**src/shared/sci_pkg.sv**
```systemverilog
// identification register bank constants
// assumes byte-addressed register space with 16-bit local addresses
package sci_pkg;
   // ------------------------------------------------------------
   // address map
   // ------------------------------------------------------------
   localparam logic [15:0] SCI_ADDR_TYPE      = 16'h0000;
   localparam logic [15:0] SCI_ADDR_REVISION  = 16'h0001;
   localparam logic [15:0] SCI_ADDR_BUILD_LO  = 16'h0002;
   localparam logic [15:0] SCI_ADDR_BUILD_HI  = 16'h0003;
   localparam logic [15:0] SCI_ADDR_MAP_CNT   = 16'h0004;
   localparam logic [15:0] SCI_ADDR_SYNC_CNT  = 16'h0005;
   localparam logic [15:0] SCI_ADDR_RAM_SIZE  = 16'h0006;
   localparam logic [15:0] SCI_ADDR_PORT_DESC = 16'h0007;
   localparam logic [15:0] SCI_ADDR_FEAT_LO   = 16'h0008;
   localparam logic [15:0] SCI_ADDR_FEAT_HI   = 16'h0009;
   // ------------------------------------------------------------
   // field layout
   // ------------------------------------------------------------
   localparam int SCI_BUILD_MINOR_POS = 4;
   localparam int SCI_BUILD_MAINT_POS = 0;
   localparam int SCI_FEAT_GRAN_POS   = 0;
   localparam int SCI_PORTS           = 4;
   localparam logic [1:0] SCI_PORT_ABSENT = 2'h0;
   localparam logic [1:0] SCI_PORT_UNCONF = 2'h1;
   localparam logic [1:0] SCI_PORT_BACKPL = 2'h2;
   localparam logic [1:0] SCI_PORT_MII    = 2'h3;
   // ------------------------------------------------------------
   // values after reset
   // ------------------------------------------------------------
   localparam logic [7:0] SCI_RESET_BYTE = 8'h00;
   localparam logic       SCI_RESET_BIT  = 1'b0;
   typedef enum logic [1:0] {
      SCI_IDLE  = 2'b00,
      SCI_READY = 2'b01
   } sci_state_e;
endpackage

```
**src/hw/sci_id_regs.sv**
```systemverilog
// identification and capability register bank, two read ports
// assumes both access sides present address and strobes synchronous to sys_clk
//
// What this block does
// software never writes reserved register addresses
// writers drive reserved bits of implemented registers to zero
// readers ignore reserved read values; device returns zero there
// configuration image holds zero in reserved words and loaded bits
// 8-bit controller type at address 0, read-only from both sides
// 8-bit read-only revision holding the major version
// 16-bit read-only build: minor in [7:4], maintenance in [3:0]
// read-only byte gives count of memory mapping unit channels
// read-only byte gives count of buffer sync manager channels
// read-only byte gives process memory size in kilobytes
// two-bit code per port, port zero lowest, four ports
// feature bit zero: zero bit-granular, one byte-granular mapping
// sync-pulse output registers exist only when control bit ten set
// latch-input registers exist only when control bit eleven set
// receive time registers exist with timestamps, clock, or 3-4 ports
// digital output and input words exist only with digital I/O variant
// unlisted reserved addresses read zero, writes have no effect
// multi-byte registers place least significant byte at lowest address
// writes to identification registers are ignored
`timescale 1ns/1ps
module sci_id_regs
   import sci_pkg::*;
#(
   parameter logic [7:0] CTRL_TYPE    = 8'hA5, // arbitrary identity value
   parameter logic [7:0] MAJOR_VER    = 8'h01,
   parameter logic [3:0] MINOR_VER    = 4'h0,
   parameter logic [3:0] MAINT_VER    = 4'h0,
   parameter logic [7:0] BUILD_HI     = 8'h00,
   parameter int         MAP_UNITS    = 8,
   parameter int         SYNC_UNITS   = 8,
   parameter int         RAM_KBYTES   = 8,
   parameter logic [7:0] PORT_CFG     = 8'h0F,
   parameter logic       BYTE_GRAN    = 1'b0,
   parameter logic [6:0] FEAT_LO_REST = 7'h00,
   parameter logic [7:0] FEAT_HI      = 8'h00
)(
   input  wire logic        sys_clk,
   input  wire logic        reset,
   // network side read port
   input  wire logic        net_rd,
   input  wire logic        net_wr,
   input  wire logic [15:0] net_addr,
   input  wire logic [7:0]  net_wdata,
   output logic      [7:0]  net_rdata,
   output logic             net_rvalid,
   // local process interface read port
   input  wire logic        loc_rd,
   input  wire logic        loc_wr,
   input  wire logic [15:0] loc_addr,
   input  wire logic [7:0]  loc_wdata,
   output logic      [7:0]  loc_rdata,
   output logic             loc_rvalid,
   // optional group qualifiers
   input  wire logic        sync_out_en,
   input  wire logic        latch_in_en,
   input  wire logic        rx_time_en,
   input  wire logic        dclock_en,
   input  wire logic        digital_io_sel,
   // presence flags for optional register groups
   output logic             sync_out_present,
   output logic             latch_in_present,
   output logic             rx_time_present,
   output logic             digital_io_present
);
   import sci_pkg::*;

   // ------------------------------------------------------------
   // elaboration checks: every count must fit its one-byte register
   // ------------------------------------------------------------
   if (MAP_UNITS < 0 || MAP_UNITS > 255) begin : g_bad_map
      $error("MAP_UNITS out of range");
   end
   if (SYNC_UNITS < 0 || SYNC_UNITS > 255) begin : g_bad_sync
      $error("SYNC_UNITS out of range");
   end
   if (RAM_KBYTES < 0 || RAM_KBYTES > 255) begin : g_bad_ram
      $error("RAM_KBYTES out of range");
   end

   // ------------------------------------------------------------
   // fixed register image
   // ------------------------------------------------------------
   wire logic [7:0]  map_cnt   = 8'(MAP_UNITS);
   wire logic [7:0]  sync_cnt  = 8'(SYNC_UNITS);
   wire logic [7:0]  ram_size  = 8'(RAM_KBYTES);
   wire logic [15:0] build_val = {BUILD_HI,
                                  MINOR_VER, MAINT_VER};
   wire logic [7:0]  feat_lo   = {FEAT_LO_REST, BYTE_GRAN};
   wire logic [2:0]  port_count;

   // count ports that are present, for the receive time rule
   genvar g;
   wire logic [2:0] port_acc [0:SCI_PORTS];
   assign port_acc[0] = 3'h0;
   generate
      for (g = 0; g < SCI_PORTS; g++) begin : g_port
         // port g occupies bits [2g+1:2g], port zero lowest
         assign port_acc[g+1] = port_acc[g] +
            3'(PORT_CFG[2*g +: 2] != SCI_PORT_ABSENT);
      end
   endgenerate
   assign port_count = port_acc[SCI_PORTS];

   // ------------------------------------------------------------
   // read decode, shared by both access sides
   // ------------------------------------------------------------
   function automatic logic [7:0] id_read(input logic [15:0] a);
      logic [7:0] d;
      d = SCI_RESET_BYTE;
      case (a)
         SCI_ADDR_TYPE:      d = CTRL_TYPE;
         SCI_ADDR_REVISION:  d = MAJOR_VER;
         SCI_ADDR_BUILD_LO:  d = build_val[7:0];
         SCI_ADDR_BUILD_HI:  d = build_val[15:8];
         SCI_ADDR_MAP_CNT:   d = map_cnt;
         SCI_ADDR_SYNC_CNT:  d = sync_cnt;
         SCI_ADDR_RAM_SIZE:  d = ram_size;
         SCI_ADDR_PORT_DESC: d = PORT_CFG;
         SCI_ADDR_FEAT_LO:   d = feat_lo;
         SCI_ADDR_FEAT_HI:   d = FEAT_HI;
         default:            d = SCI_RESET_BYTE;
      endcase
      return d;
   endfunction

   wire logic [7:0] next_net_rdata = net_rd ? id_read(net_addr) : SCI_RESET_BYTE;
   wire logic [7:0] next_loc_rdata = loc_rd ? id_read(loc_addr) : SCI_RESET_BYTE;

   // presence of optional groups
   wire logic next_rx_time = rx_time_en | dclock_en
                           | (port_count >= 3'h3);

   // ------------------------------------------------------------
   // registered outputs; writes never reach the image
   // ------------------------------------------------------------
   // read data falls back to zero between reads, so an idle side
   // never shows a stale byte from an earlier access
   always_ff @(posedge sys_clk) begin
      if (reset) begin
         net_rdata  <= SCI_RESET_BYTE;
         net_rvalid <= SCI_RESET_BIT;
         loc_rdata  <= SCI_RESET_BYTE;
         loc_rvalid <= SCI_RESET_BIT;
      end else begin
         net_rdata  <= next_net_rdata;
         net_rvalid <= net_rd;
         loc_rdata  <= next_loc_rdata;
         loc_rvalid <= loc_rd;
      end
   end

   always_ff @(posedge sys_clk) begin
      if (reset) begin
         sync_out_present   <= SCI_RESET_BIT;
         latch_in_present   <= SCI_RESET_BIT;
         rx_time_present    <= SCI_RESET_BIT;
         digital_io_present <= SCI_RESET_BIT;
      end else begin
         sync_out_present   <= sync_out_en;
         latch_in_present   <= latch_in_en;
         rx_time_present    <= next_rx_time;
         digital_io_present <= digital_io_sel;
      end
   end

   // ------------------------------------------------------------
   // assertions
   // ------------------------------------------------------------
   type_read_a: assert property (@(posedge sys_clk) disable iff (reset)
      net_rd && net_addr == SCI_ADDR_TYPE |=> net_rvalid && net_rdata == CTRL_TYPE)
      else $error("type read wrong");
   rev_read_a: assert property (@(posedge sys_clk) disable iff (reset)
      loc_rd && loc_addr == SCI_ADDR_REVISION |=> loc_rdata == MAJOR_VER)
      else $error("revision read wrong");
   build_lsb_a: assert property (@(posedge sys_clk) disable iff (reset)
      net_rd && net_addr == SCI_ADDR_BUILD_LO |=> net_rdata == {MINOR_VER, MAINT_VER})
      else $error("build low byte wrong");
   map_count_a: assert property (@(posedge sys_clk) disable iff (reset)
      loc_rd && loc_addr == SCI_ADDR_MAP_CNT |=> loc_rdata == 8'(MAP_UNITS))
      else $error("map unit count wrong");
   sync_count_a: assert property (@(posedge sys_clk) disable iff (reset)
      net_rd && net_addr == SCI_ADDR_SYNC_CNT |=> net_rdata == 8'(SYNC_UNITS))
      else $error("sync unit count wrong");
   ram_size_a: assert property (@(posedge sys_clk) disable iff (reset)
      loc_rd && loc_addr == SCI_ADDR_RAM_SIZE |=> loc_rdata == 8'(RAM_KBYTES))
      else $error("ram size wrong");
   port_desc_a: assert property (@(posedge sys_clk) disable iff (reset)
      net_rd && net_addr == SCI_ADDR_PORT_DESC |=> net_rdata == PORT_CFG)
      else $error("port descriptor wrong");
   gran_bit_a: assert property (@(posedge sys_clk) disable iff (reset)
      loc_rd && loc_addr == SCI_ADDR_FEAT_LO |=> loc_rdata[SCI_FEAT_GRAN_POS] == BYTE_GRAN)
      else $error("granularity bit wrong");
   sync_group_a: assert property (@(posedge sys_clk) disable iff (reset)
      sync_out_en ##1 sync_out_en |-> sync_out_present)
      else $error("sync group presence wrong");
   latch_group_a: assert property (@(posedge sys_clk) disable iff (reset)
      !latch_in_en |=> !latch_in_present)
      else $error("latch group presence wrong");
   rx_time_a: assert property (@(posedge sys_clk) disable iff (reset)
      (rx_time_en || dclock_en || port_count >= 3'h3) |=> rx_time_present)
      else $error("receive time presence wrong");
   dio_group_a: assert property (@(posedge sys_clk) disable iff (reset)
      digital_io_sel != $past(digital_io_sel) |=> digital_io_present == $past(digital_io_sel))
      else $error("digital io presence wrong");
   reserved_zero_a: assert property (@(posedge sys_clk) disable iff (reset)
      net_rd && net_addr > SCI_ADDR_FEAT_HI |=> net_rdata == 8'h00)
      else $error("reserved read not zero");
   build_msb_a: assert property (@(posedge sys_clk) disable iff (reset)
      loc_rd && loc_addr == SCI_ADDR_BUILD_HI |=> loc_rdata == BUILD_HI)
      else $error("build high byte wrong");
   write_ignored_a: assert property (@(posedge sys_clk) disable iff (reset)
      net_wr ##[1:4] (net_rd && net_addr == SCI_ADDR_TYPE) |=> net_rdata == CTRL_TYPE)
      else $error("write altered image");

   // ------------------------------------------------------------
   // assertions: the same image seen from the other side
   // ------------------------------------------------------------
   loc_type_a: assert property (@(posedge sys_clk) disable iff (reset)
      loc_rd && loc_addr == SCI_ADDR_TYPE |=> loc_rvalid && loc_rdata == CTRL_TYPE)
      else $error("local type read wrong");
   net_rev_a: assert property (@(posedge sys_clk) disable iff (reset)
      net_rd && net_addr == SCI_ADDR_REVISION |=> net_rdata == MAJOR_VER)
      else $error("network revision read wrong");
   loc_build_lsb_a: assert property (@(posedge sys_clk) disable iff (reset)
      loc_rd && loc_addr == SCI_ADDR_BUILD_LO |=> loc_rdata == {MINOR_VER, MAINT_VER})
      else $error("local build low byte wrong");
   net_map_count_a: assert property (@(posedge sys_clk) disable iff (reset)
      net_rd && net_addr == SCI_ADDR_MAP_CNT |=> net_rdata == 8'(MAP_UNITS))
      else $error("network map unit count wrong");
   loc_sync_count_a: assert property (@(posedge sys_clk) disable iff (reset)
      loc_rd && loc_addr == SCI_ADDR_SYNC_CNT |=> loc_rdata == 8'(SYNC_UNITS))
      else $error("local sync unit count wrong");
   net_ram_size_a: assert property (@(posedge sys_clk) disable iff (reset)
      net_rd && net_addr == SCI_ADDR_RAM_SIZE |=> net_rdata == 8'(RAM_KBYTES))
      else $error("network ram size wrong");
   loc_port_desc_a: assert property (@(posedge sys_clk) disable iff (reset)
      loc_rd && loc_addr == SCI_ADDR_PORT_DESC |=> loc_rdata == PORT_CFG)
      else $error("local port descriptor wrong");
   net_gran_bit_a: assert property (@(posedge sys_clk) disable iff (reset)
      net_rd && net_addr == SCI_ADDR_FEAT_LO |=> net_rdata[SCI_FEAT_GRAN_POS] == BYTE_GRAN)
      else $error("network granularity bit wrong");
   net_build_msb_a: assert property (@(posedge sys_clk) disable iff (reset)
      net_rd && net_addr == SCI_ADDR_BUILD_HI |=> net_rdata == BUILD_HI)
      else $error("network build high byte wrong");
   net_feat_msb_a: assert property (@(posedge sys_clk) disable iff (reset)
      net_rd && net_addr == SCI_ADDR_FEAT_HI |=> net_rdata == FEAT_HI)
      else $error("network feature high byte wrong");
   loc_feat_msb_a: assert property (@(posedge sys_clk) disable iff (reset)
      loc_rd && loc_addr == SCI_ADDR_FEAT_HI |=> loc_rdata == FEAT_HI)
      else $error("local feature high byte wrong");
   loc_reserved_a: assert property (@(posedge sys_clk) disable iff (reset)
      loc_rd && loc_addr > SCI_ADDR_FEAT_HI |=> loc_rdata == 8'h00)
      else $error("local reserved read not zero");
   loc_write_a: assert property (@(posedge sys_clk) disable iff (reset)
      loc_wr ##[1:4] (loc_rd && loc_addr == SCI_ADDR_TYPE) |=> loc_rdata == CTRL_TYPE)
      else $error("local write altered image");
   both_sides_a: assert property (@(posedge sys_clk) disable iff (reset)
      net_rd && loc_rd && net_addr == loc_addr |=> net_rdata == loc_rdata)
      else $error("sides disagree on one address");

   // ------------------------------------------------------------
   // assertions: answer timing and idle level
   // ------------------------------------------------------------
   net_answer_a: assert property (@(posedge sys_clk) disable iff (reset)
      net_rd |=> net_rvalid)
      else $error("network read not answered");
   loc_answer_a: assert property (@(posedge sys_clk) disable iff (reset)
      loc_rd |=> loc_rvalid)
      else $error("local read not answered");
   net_idle_zero_a: assert property (@(posedge sys_clk) disable iff (reset)
      !net_rd |=> !net_rvalid && net_rdata == 8'h00)
      else $error("network idle answer not zero");
   loc_idle_zero_a: assert property (@(posedge sys_clk) disable iff (reset)
      !loc_rd |=> !loc_rvalid && loc_rdata == 8'h00)
      else $error("local idle answer not zero");

   // ------------------------------------------------------------
   // assertions: optional groups switched off and on
   // ------------------------------------------------------------
   sync_group_off_a: assert property (@(posedge sys_clk) disable iff (reset)
      !sync_out_en |=> !sync_out_present)
      else $error("sync group present while disabled");
   latch_group_on_a: assert property (@(posedge sys_clk) disable iff (reset)
      latch_in_en |=> latch_in_present)
      else $error("latch group missing while enabled");
   rx_time_off_a: assert property (@(posedge sys_clk) disable iff (reset)
      !rx_time_en && !dclock_en && port_count < 3'h3 |=> !rx_time_present)
      else $error("receive time present without cause");
   dio_group_on_a: assert property (@(posedge sys_clk) disable iff (reset)
      digital_io_sel |=> digital_io_present)
      else $error("digital io group missing while selected");
   dio_group_off_a: assert property (@(posedge sys_clk) disable iff (reset)
      !digital_io_sel |=> !digital_io_present)
      else $error("digital io group present while not selected");

   // ------------------------------------------------------------
   // covers for the main scenarios
   // ------------------------------------------------------------
   net_read_c:   cover property (@(posedge sys_clk) net_rd && net_addr == SCI_ADDR_TYPE);
   loc_read_c:   cover property (@(posedge sys_clk) loc_rd && loc_addr == SCI_ADDR_FEAT_HI);
   both_read_c:  cover property (@(posedge sys_clk) net_rd && loc_rd);
   write_try_c:  cover property (@(posedge sys_clk) net_wr || loc_wr);
   presence_c:   cover property (@(posedge sys_clk) sync_out_present && latch_in_present
                                 && rx_time_present && digital_io_present);
endmodule

```
**config.mk**
```make
export PLATFORM = sky130hd
export DESIGN_NAME = sci_id_regs
export DESIGN_NICKNAME = d
export VERILOG_FILES = /design/src/shared/sci_pkg.sv /design/src/hw/sci_id_regs.sv
export SDC_FILE = /design/constraint.sdc
export NUM_CORES = 1
export LEC_CHECK = 0
export ABC_AREA = 1
export BUFFER_PORTS_ARGS = -buffer_cell sky130_fd_sc_hd__buf_2
export CELL_PAD_IN_SITES_DETAIL_PLACEMENT = 1
export CELL_PAD_IN_SITES_GLOBAL_PLACEMENT = 1
export CORE_AREA = 2 2 62 64
export CTS_CLUSTER_SIZE = 10
export DETAILED_ROUTE_END_ITERATION = 8
export DIE_AREA = 0 0 64 66
export GPL_TIMING_DRIVEN = 1
export HOLD_SLACK_MARGIN = 0.1
export PLACE_DENSITY_LB_ADDON = 0.25
export RECOVER_POWER = 50
export SYNTH_ARGS = -nofsm -noshare
export SYNTH_HDL_FRONTEND = slang
export SYNTH_SLANG_ARGS = --single-unit
```
**constraint.sdc**
```tcl
create_clock -name sys_clk -period 0.8 [get_ports sys_clk]
set_input_delay 0.08 -clock sys_clk [delete_from_list [all_inputs] [get_ports sys_clk]]
set_output_delay 0.08 -clock sys_clk [all_outputs]
set_load 0.01 [all_outputs]
```
## After elaboration in Yosys (flattened, before gate mapping)

Memory sizes are Yosys's and may differ from the RTL's. A register that Yosys moved wholly into a read port is not among the register bits.
Cells that the tools add are included.

| storage, ports and cells | value |
|---|---|
| input port bits | 59 |
| output and inout port bits | 22 |
| bits in read-only memories | 192 |
| logic and storage cells | 19 |
| register bits after elaboration | 22 |
| memories kept | 2 |

| cells by class | value |
|---|---|
| reduce and logical (&&, ||, !) cells | 4 |
| bitwise operators | 5 |

Memory list:

| memory | depth | width | rd ports | clocked after Yosys merged registers in | write ports | RTL line | source |
|---|---|---|---|---|---|---|---|
| (name not given) | 16 | 6 | 1 | 1 | 0 | sci_id_regs.sv:114 | `case (a)` |
| (name not given) | 16 | 6 | 1 | 1 | 0 | sci_id_regs.sv:114 |  |

Operator list:

| cell | number |
|---|---|
| zero test 12 bit | 2 |
| OR reduction 3 bit | 2 |
| inverter 1 bit | 4 |
| OR 1 bit | 1 |

## Longest topological paths before layout

Gate-level depths: netlist of run 1.

| depth | value |
|---|---|
| depth after elaboration | 3 |
| mapped depth | 6 |
| mapped depth without buffers | 6 |

## Worst setup path after synthesis of run 1

OpenSTA, ideal clock, no wires.

| timing path | value |
|---|---|
| path kind | input-to-reg |
| from | input loc_addr[9] |
| to | register loc_rdata[2] |
| library setup time | 60 ps |
| path slack | 158 ps |
| path buffers | 0 |
| stages | 5 |
| required time | 740 ps |
| data arrival time | 582 ps |
| cells stage by stage | nor2_1 nand2_2 nor2_2 nand4_2 nand2_1 |

| on the way | value |
|---|---|
| word-level cells in the longest chain between the ends | 3 |

Ends and longest elaborated chain:

| element | RTL line | source |
|---|---|---|
| from (decl) | sci_id_regs.sv:53 | `input wire logic [15:0] loc_addr,` |
| zero test 12 bit | sci_id_regs.sv:114 |  |
| inverter 1 bit (no line) | -- |  |
| OR reduction 3 bit (no line) | -- |  |
| to (decl) | sci_id_regs.sv:55 | `output logic [7:0] loc_rdata,` |

Every way passes these cells.
A chain may end at the register's enable or synchronous reset.

==> results of run 1 <==
==> state kept, by name, summed over array words and instances (netlist names) <==
name	count
loc_rdata	5
net_rdata	5
digital_io_present	1
latch_in_present	1
loc_rvalid	1
net_rvalid	1
rx_time_present	1
sync_out_present	1
==> layer usage <==
| metal | wire length (µm) | vias to the layer above | global-route usage [%] | share of wire (%) |
|---|---|---|---|---|
| met5 | 0 | - | 0 | 0 |
| met4 | 32 | 0 | 7.34 | 1.6 |
| met1 | 751 | 332 | 9.20 | 36 |
| met3 | 164 | 4 | 2.04 | 7.9 |
| li1 | - | 386 | - | - |
| met2 | 1120 | 37 | 19.1 | 54 |
==> how the worst max path moves through the flow <==
stage,from,slack (ps),end
6_report,loc_rdata[5],-20,loc_rdata[7]
5_1_grt,loc_rdata[5],-50,loc_rdata[7]
4_1_cts,loc_rdata[5],-40,loc_rdata[7]
3_5_place_dp,reset,-120,loc_rdata[2]
3_3_place_gp,reset,-100,loc_rdata[2]
2_1_floorplan,loc_addr[9],160,loc_rdata[2]
==> logic make-up after synthesis <==
family                 after synthesis  synth area share (%)
other                                1                 0.571
and+or+nand+nor                     49                  34.1
DFF                                 16                  48.8
buffers and inverters               23                  16.6
==> cells in the mapped netlist <==
master	number	share of area, %
conb_1	1	0.57
nand2_2	2	1.9
dfxtp_1	16	49
nor2_1	23	13
nand4_1	2	1.9
nand3_1	2	1.5
buf_4	6	6.9
nor2_2	4	3.8
nand2_1	14	8.0
inv_1	17	9.7
nand4_2	2	3.8
==> power by group through the flow <==
stage                     clock network (W)  registers, W   logic, W
after global placement                    0      0.000834   0.000190
final                              0.000405      0.000817   0.000239
after detailed placement                  0      0.000835   0.000199
after CTS                          0.000444      0.000816   0.000240
after global routing               0.000458      0.000819   0.000269
after floorplan                           0      0.000844  0.0000729
==> per-stage QoR <==
step / power [W] / worst slack (ps) / hold slack [ps] / utilization [%]
detailed placement: 0.00103 / -122 / 303 / 27.4
finish: 0.00146 / -16.8 / 84.4 / 32.0
floorplan: 0.000917 / 158 / 151 / -
CTS: 0.00150 / -39.2 / 79.9 / 31.4
global route: 0.00155 / -47.9 / 97.4 / 32.0
global placement: 0.00102 / -104 / 289 / 27.4
==> final cells by class <==
class                   count  share of cell area (%)
repair buffers             68                    37.3
inverters                  17                    5.62
multi-input cells          53                    20.8
well taps                  48                    5.29
clock buffers               3                    1.98
flip-flops and latches     16                    29.0
==> what timing repair did <==
item	in CTS	in global routing
hold endpoints to repair	13	2
endpoints found under the setup margin	17	20
cloned	0	0
hold buffers	11	1
gates resized for setup	4	9
pin swaps	0	2
setup buffers	0	0
==> results.json, run 1 <==
{
  "final_area_um2": 1140,
  "cp_num_buf_inv": 1,
  "numClockSinks": 16,
  "layout_common_cells": "buf_2 (50), nor2_1 (24), inv_1 (16)",
  "final-seq-area_um2": 329,
  "setup_viol": 4,
  "fin_tns_setup_ps": -42.0,
  "grt_pass1_wl_um": 3150,
  "drc": 0,
  "status": "finished with violations",
  "viasPerCell": 3.70,
  "clkPwrFrac_pct": 27.7,
  "nNetsFinal": 218,
  "place_congestion": 0.631,
  "antenna_found_initial": 0,
  "grt_max_degree": 9,
  "dpl_cell_area_um2": 973,
  "start_kind": "register",
  "cts_max_level": 1,
  "start_util_pct": 18.5,
  "path_cells": "buf_2",
  "routedWlPerCell_um": 10.1,
  "netSwitchingFraction_pct": 23.1,
  "crit_slowest_cell": "dfxtp_2",
  "min_path_type": "input port to register",
  "cts.clk_slew.worst_paths_ps": 90,
  "avgSynthCellArea_um2": 7.38,
  "ys.warnings.count": 0,
  "ys_ff_latch": 16,
  "dp_cells": 192,
  "die_x_um": 64,
  "p_leak_nw": 0.670,
  "insertedDiodeCount": 0,
  "comb_power_share_pct": 16.4,
  "holdPathStages": 4,
  "floorplan.die_area_um2": 4220,
  "clockBufferDepth": 2,
  "cts_tree": "done",
  "grtUsageTotal_pct": 9.96,
  "drt_pre_antenna_iters": 4,
  "cp.required_ps": 720,
  "holdPathEnd": "loc_rdata[0]",
  "cp.arrival_ps": 740,
  "drtIter0Drc": 20,
  "antenna_left": 0,
  "vias": 759,
  "p_int_w": 0.00112,
  "final_common_cell": "buf_2",
  "cp_max_fo": 2,
  "ys_seq_area_share_pct": 48.8,
  "p_sw_w": 0.000338,
  "final_hold_viol_count": 0,
  "cpLargestDelayFamily": "flip-flops",
  "cts-root-buf": "clkbuf_4",
  "min_period_ps": 817,
  "io_pins": 81,
  "cap_violations": 0,
  "core_area_um2": 3550,
  "multi_input_area_um2": 236,
  "dpl.hpwl_um": 1620,
  "worst_slack_ps": -16.8,
  "violations": "negative setup slack",
  "die_h_um": 66,
  "end_kind": "output port",
  "fin_cells": 205,
  "grt-ovfl-total": 0,
  "area_growth_syn_to_layout_pct": 73.0,
  "min_from": "loc_addr[1]",
  "yosysUniqueCellTypes": 11,
  "setup.worst_path.class": "register to output port",
  "grt_setup_unrepaired": "true",
  "drt-total-wl_um": 2060,
  "cp_num_cells": 1,
  "grt_pass1_vias": 742,
  "slew_viol_final": 0,
  "synth_cells": 89,
  "peakVddDrop_mv": 0.387,
  "p_per_area_nw_per_um2": 1290,
  "cp_slowest_stage_delay_ps": 330,
  "cts_buffers": 3,
  "synthesis.area_um2": 657,
  "drive_gt1_share_pct": 45.9,
  "fillers": 463,
  "portBuffers": 58,
  "max_freq_ghz": 1.22,
  "rows": 22,
  "power_frac_seq_pct": 55.9,
  "post-route-period-util_pct": 102
}
Power figures use the tool's default switching activity.
==> run 2, diff against run 1 <==
RECOVER_POWER = default   (was 50)
REMOVE_ABC_BUFFERS = 1   (was default)
==> results.json, run 2 (same netlist as run 1, synthesis figures left out) <==
{
  "status": "finished with violations",
  "violations": "negative setup slack",
  "dp_cells": 193,
  "cts-root-buf": "clkbuf_4",
  "max_freq_ghz": 1.23,
  "floorplan.die_area_um2": 4220,
  "routedWlPerCell_um": 9.44,
  "holdPathStages": 4,
  "cp.arrival_ps": 730,
  "dpl.hpwl_um": 1580,
  "vias": 774,
  "peakVddDrop_mv": 0.328,
  "power_frac_seq_pct": 56.1,
  "numClockSinks": 16,
  "layout_common_cells": "buf_2 (48), nor2_1 (23), inv_1 (17)",
  "comb_power_share_pct": 16.7,
  "fin_tns_setup_ps": -26.5,
  "start_util_pct": 18.5,
  "grtUsageTotal_pct": 9.16,
  "setup.worst_path.start": "loc_rdata[5]",
  "nNetsFinal": 219,
  "drive_gt1_share_pct": 51.9,
  "drc": 0,
  "antenna_left": 0,
  "grt-ovfl-total": 0,
  "drtIter0Drc": 8,
  "cpLargestDelayFamily": "flip-flops",
  "die_h_um": 66,
  "p_per_area_nw_per_um2": 1240,
  "p_int_w": 0.00113,
  "portBuffers": 58,
  "insertedDiodeCount": 0,
  "cts_tree": "done",
  "path_cells": "buf_2",
  "setup_viol": 4,
  "slew_viol_final": 0,
  "cap_violations": 0,
  "viasPerCell": 3.76,
  "cts.clk_slew.worst_paths_ps": 80,
  "crit_slowest_cell": "dfxtp_2",
  "core_area_um2": 3550,
  "final_hold_viol_count": 0,
  "netSwitchingFraction_pct": 22.5,
  "cts_setup_buffers": 0,
  "cp_slowest_stage_delay_ps": 340,
  "min_from": "loc_addr[1]",
  "grt_max_degree": 9,
  "drt-total-wl_um": 1940,
  "holdPathEnd": "loc_rdata[0]",
  "final_common_cell": "buf_2",
  "place_congestion": 0.612,
  "cp_max_fo": 2,
  "io_pins": 81,
  "p_sw_w": 0.000328,
  "die_x_um": 64,
  "p_total_w": 0.00146,
  "rows": 22,
  "fin_cells": 206,
  "drt_pre_antenna_iters": 2,
  "setup.worst_path.class": "register to output port",
  "worst_slack_ps": -12.5,
  "end_kind": "output port",
  "grt_setup_unrepaired": "true",
  "largestRegisters": "loc_rdata: 5 flops, net_rdata: 5 flops",
  "grt_pass1_wl_um": 3020,
  "min_path_type": "input port to register",
  "clockBufferDepth": 2,
  "start_kind": "register",
  "min_period_ps": 813,
  "cp_num_buf_inv": 1,
  "cts_max_level": 1,
  "cts_buffers": 3,
  "cp_num_cells": 1,
  "post-route-period-util_pct": 102,
  "grt_pass1_vias": 771,
  "clkPwrFrac_pct": 27.2,
  "cp.required_ps": 720,
  "antenna_found_initial": 0,
  "p_leak_nw": 0.690,
  "hold-worst-slack_ps": 87.7,
  "area_growth_syn_to_layout_pct": 79.8
}
run 2: cell count changes in the layout (fill, tap and decap cells not counted), sizes merged:
cell / change
inv: +1
clkbuf: -2
buf: +4
dlygate4sd3: -1
clkinv: -1
run 2: layout make-up:
type / instances / area [µm²]
fillers: 445 / 2370
repair buffers: 69 / 460
flip-flops and latches: 16 / 335
multi-input cells: 53 / 239
inverters: 17 / 63.8
well taps: 48 / 60.1
clock buffers: 3 / 22.5
run 2: layer usage:
metal	vias up	wire [µm]	global-route usage, %
met2	38	1020	17.3
li1	391	-	-
met5	-	0	0
met3	4	206	3.58
met4	0	31	4.08
met1	341	687	8.69
run 2: worst max-delay path by stage:
stage	endpoint	slack, ps
2_1_floorplan	loc_rdata[2]	160
3_3_place_gp	loc_rdata[2]	-90
3_5_place_dp	loc_rdata[2]	-130
4_1_cts	net_rdata[5]	-20
5_1_grt	net_rdata[5]	-50
6_report	loc_rdata[7]	-10
run 2: power by group through the flow:
stage	clock network [W]	registers (W)	logic, W
5_1_grt	0.000460	0.000821	0.000276
6_report	0.000397	0.000819	0.000244
4_1_cts	0.000426	0.000816	0.000242
3_3_place_gp	0	0.000834	0.000191
2_1_floorplan	0	0.000844	0.0000584
3_5_place_dp	0	0.000835	0.000200
run 2: what timing repair did:
action,in CTS,in global routing
hold buffers,11,1
resized for setup,8,14
endpoints found under the setup margin,16,21
endpoints found under the hold margin,12,1
pin swaps,0,1
run 2: through the flow:
step | util [%] | cell area [µm²] | worst slack, ps
final | 33.3 | 1180 | -12.5
after floorplan | - | 623 | 158
after detailed placement | 27.6 | 981 | -126
after global placement | 27.6 | 981 | -88.0
after global routing | 33.3 | 1180 | -45.5
after CTS | 32.1 | 1140 | -23.3
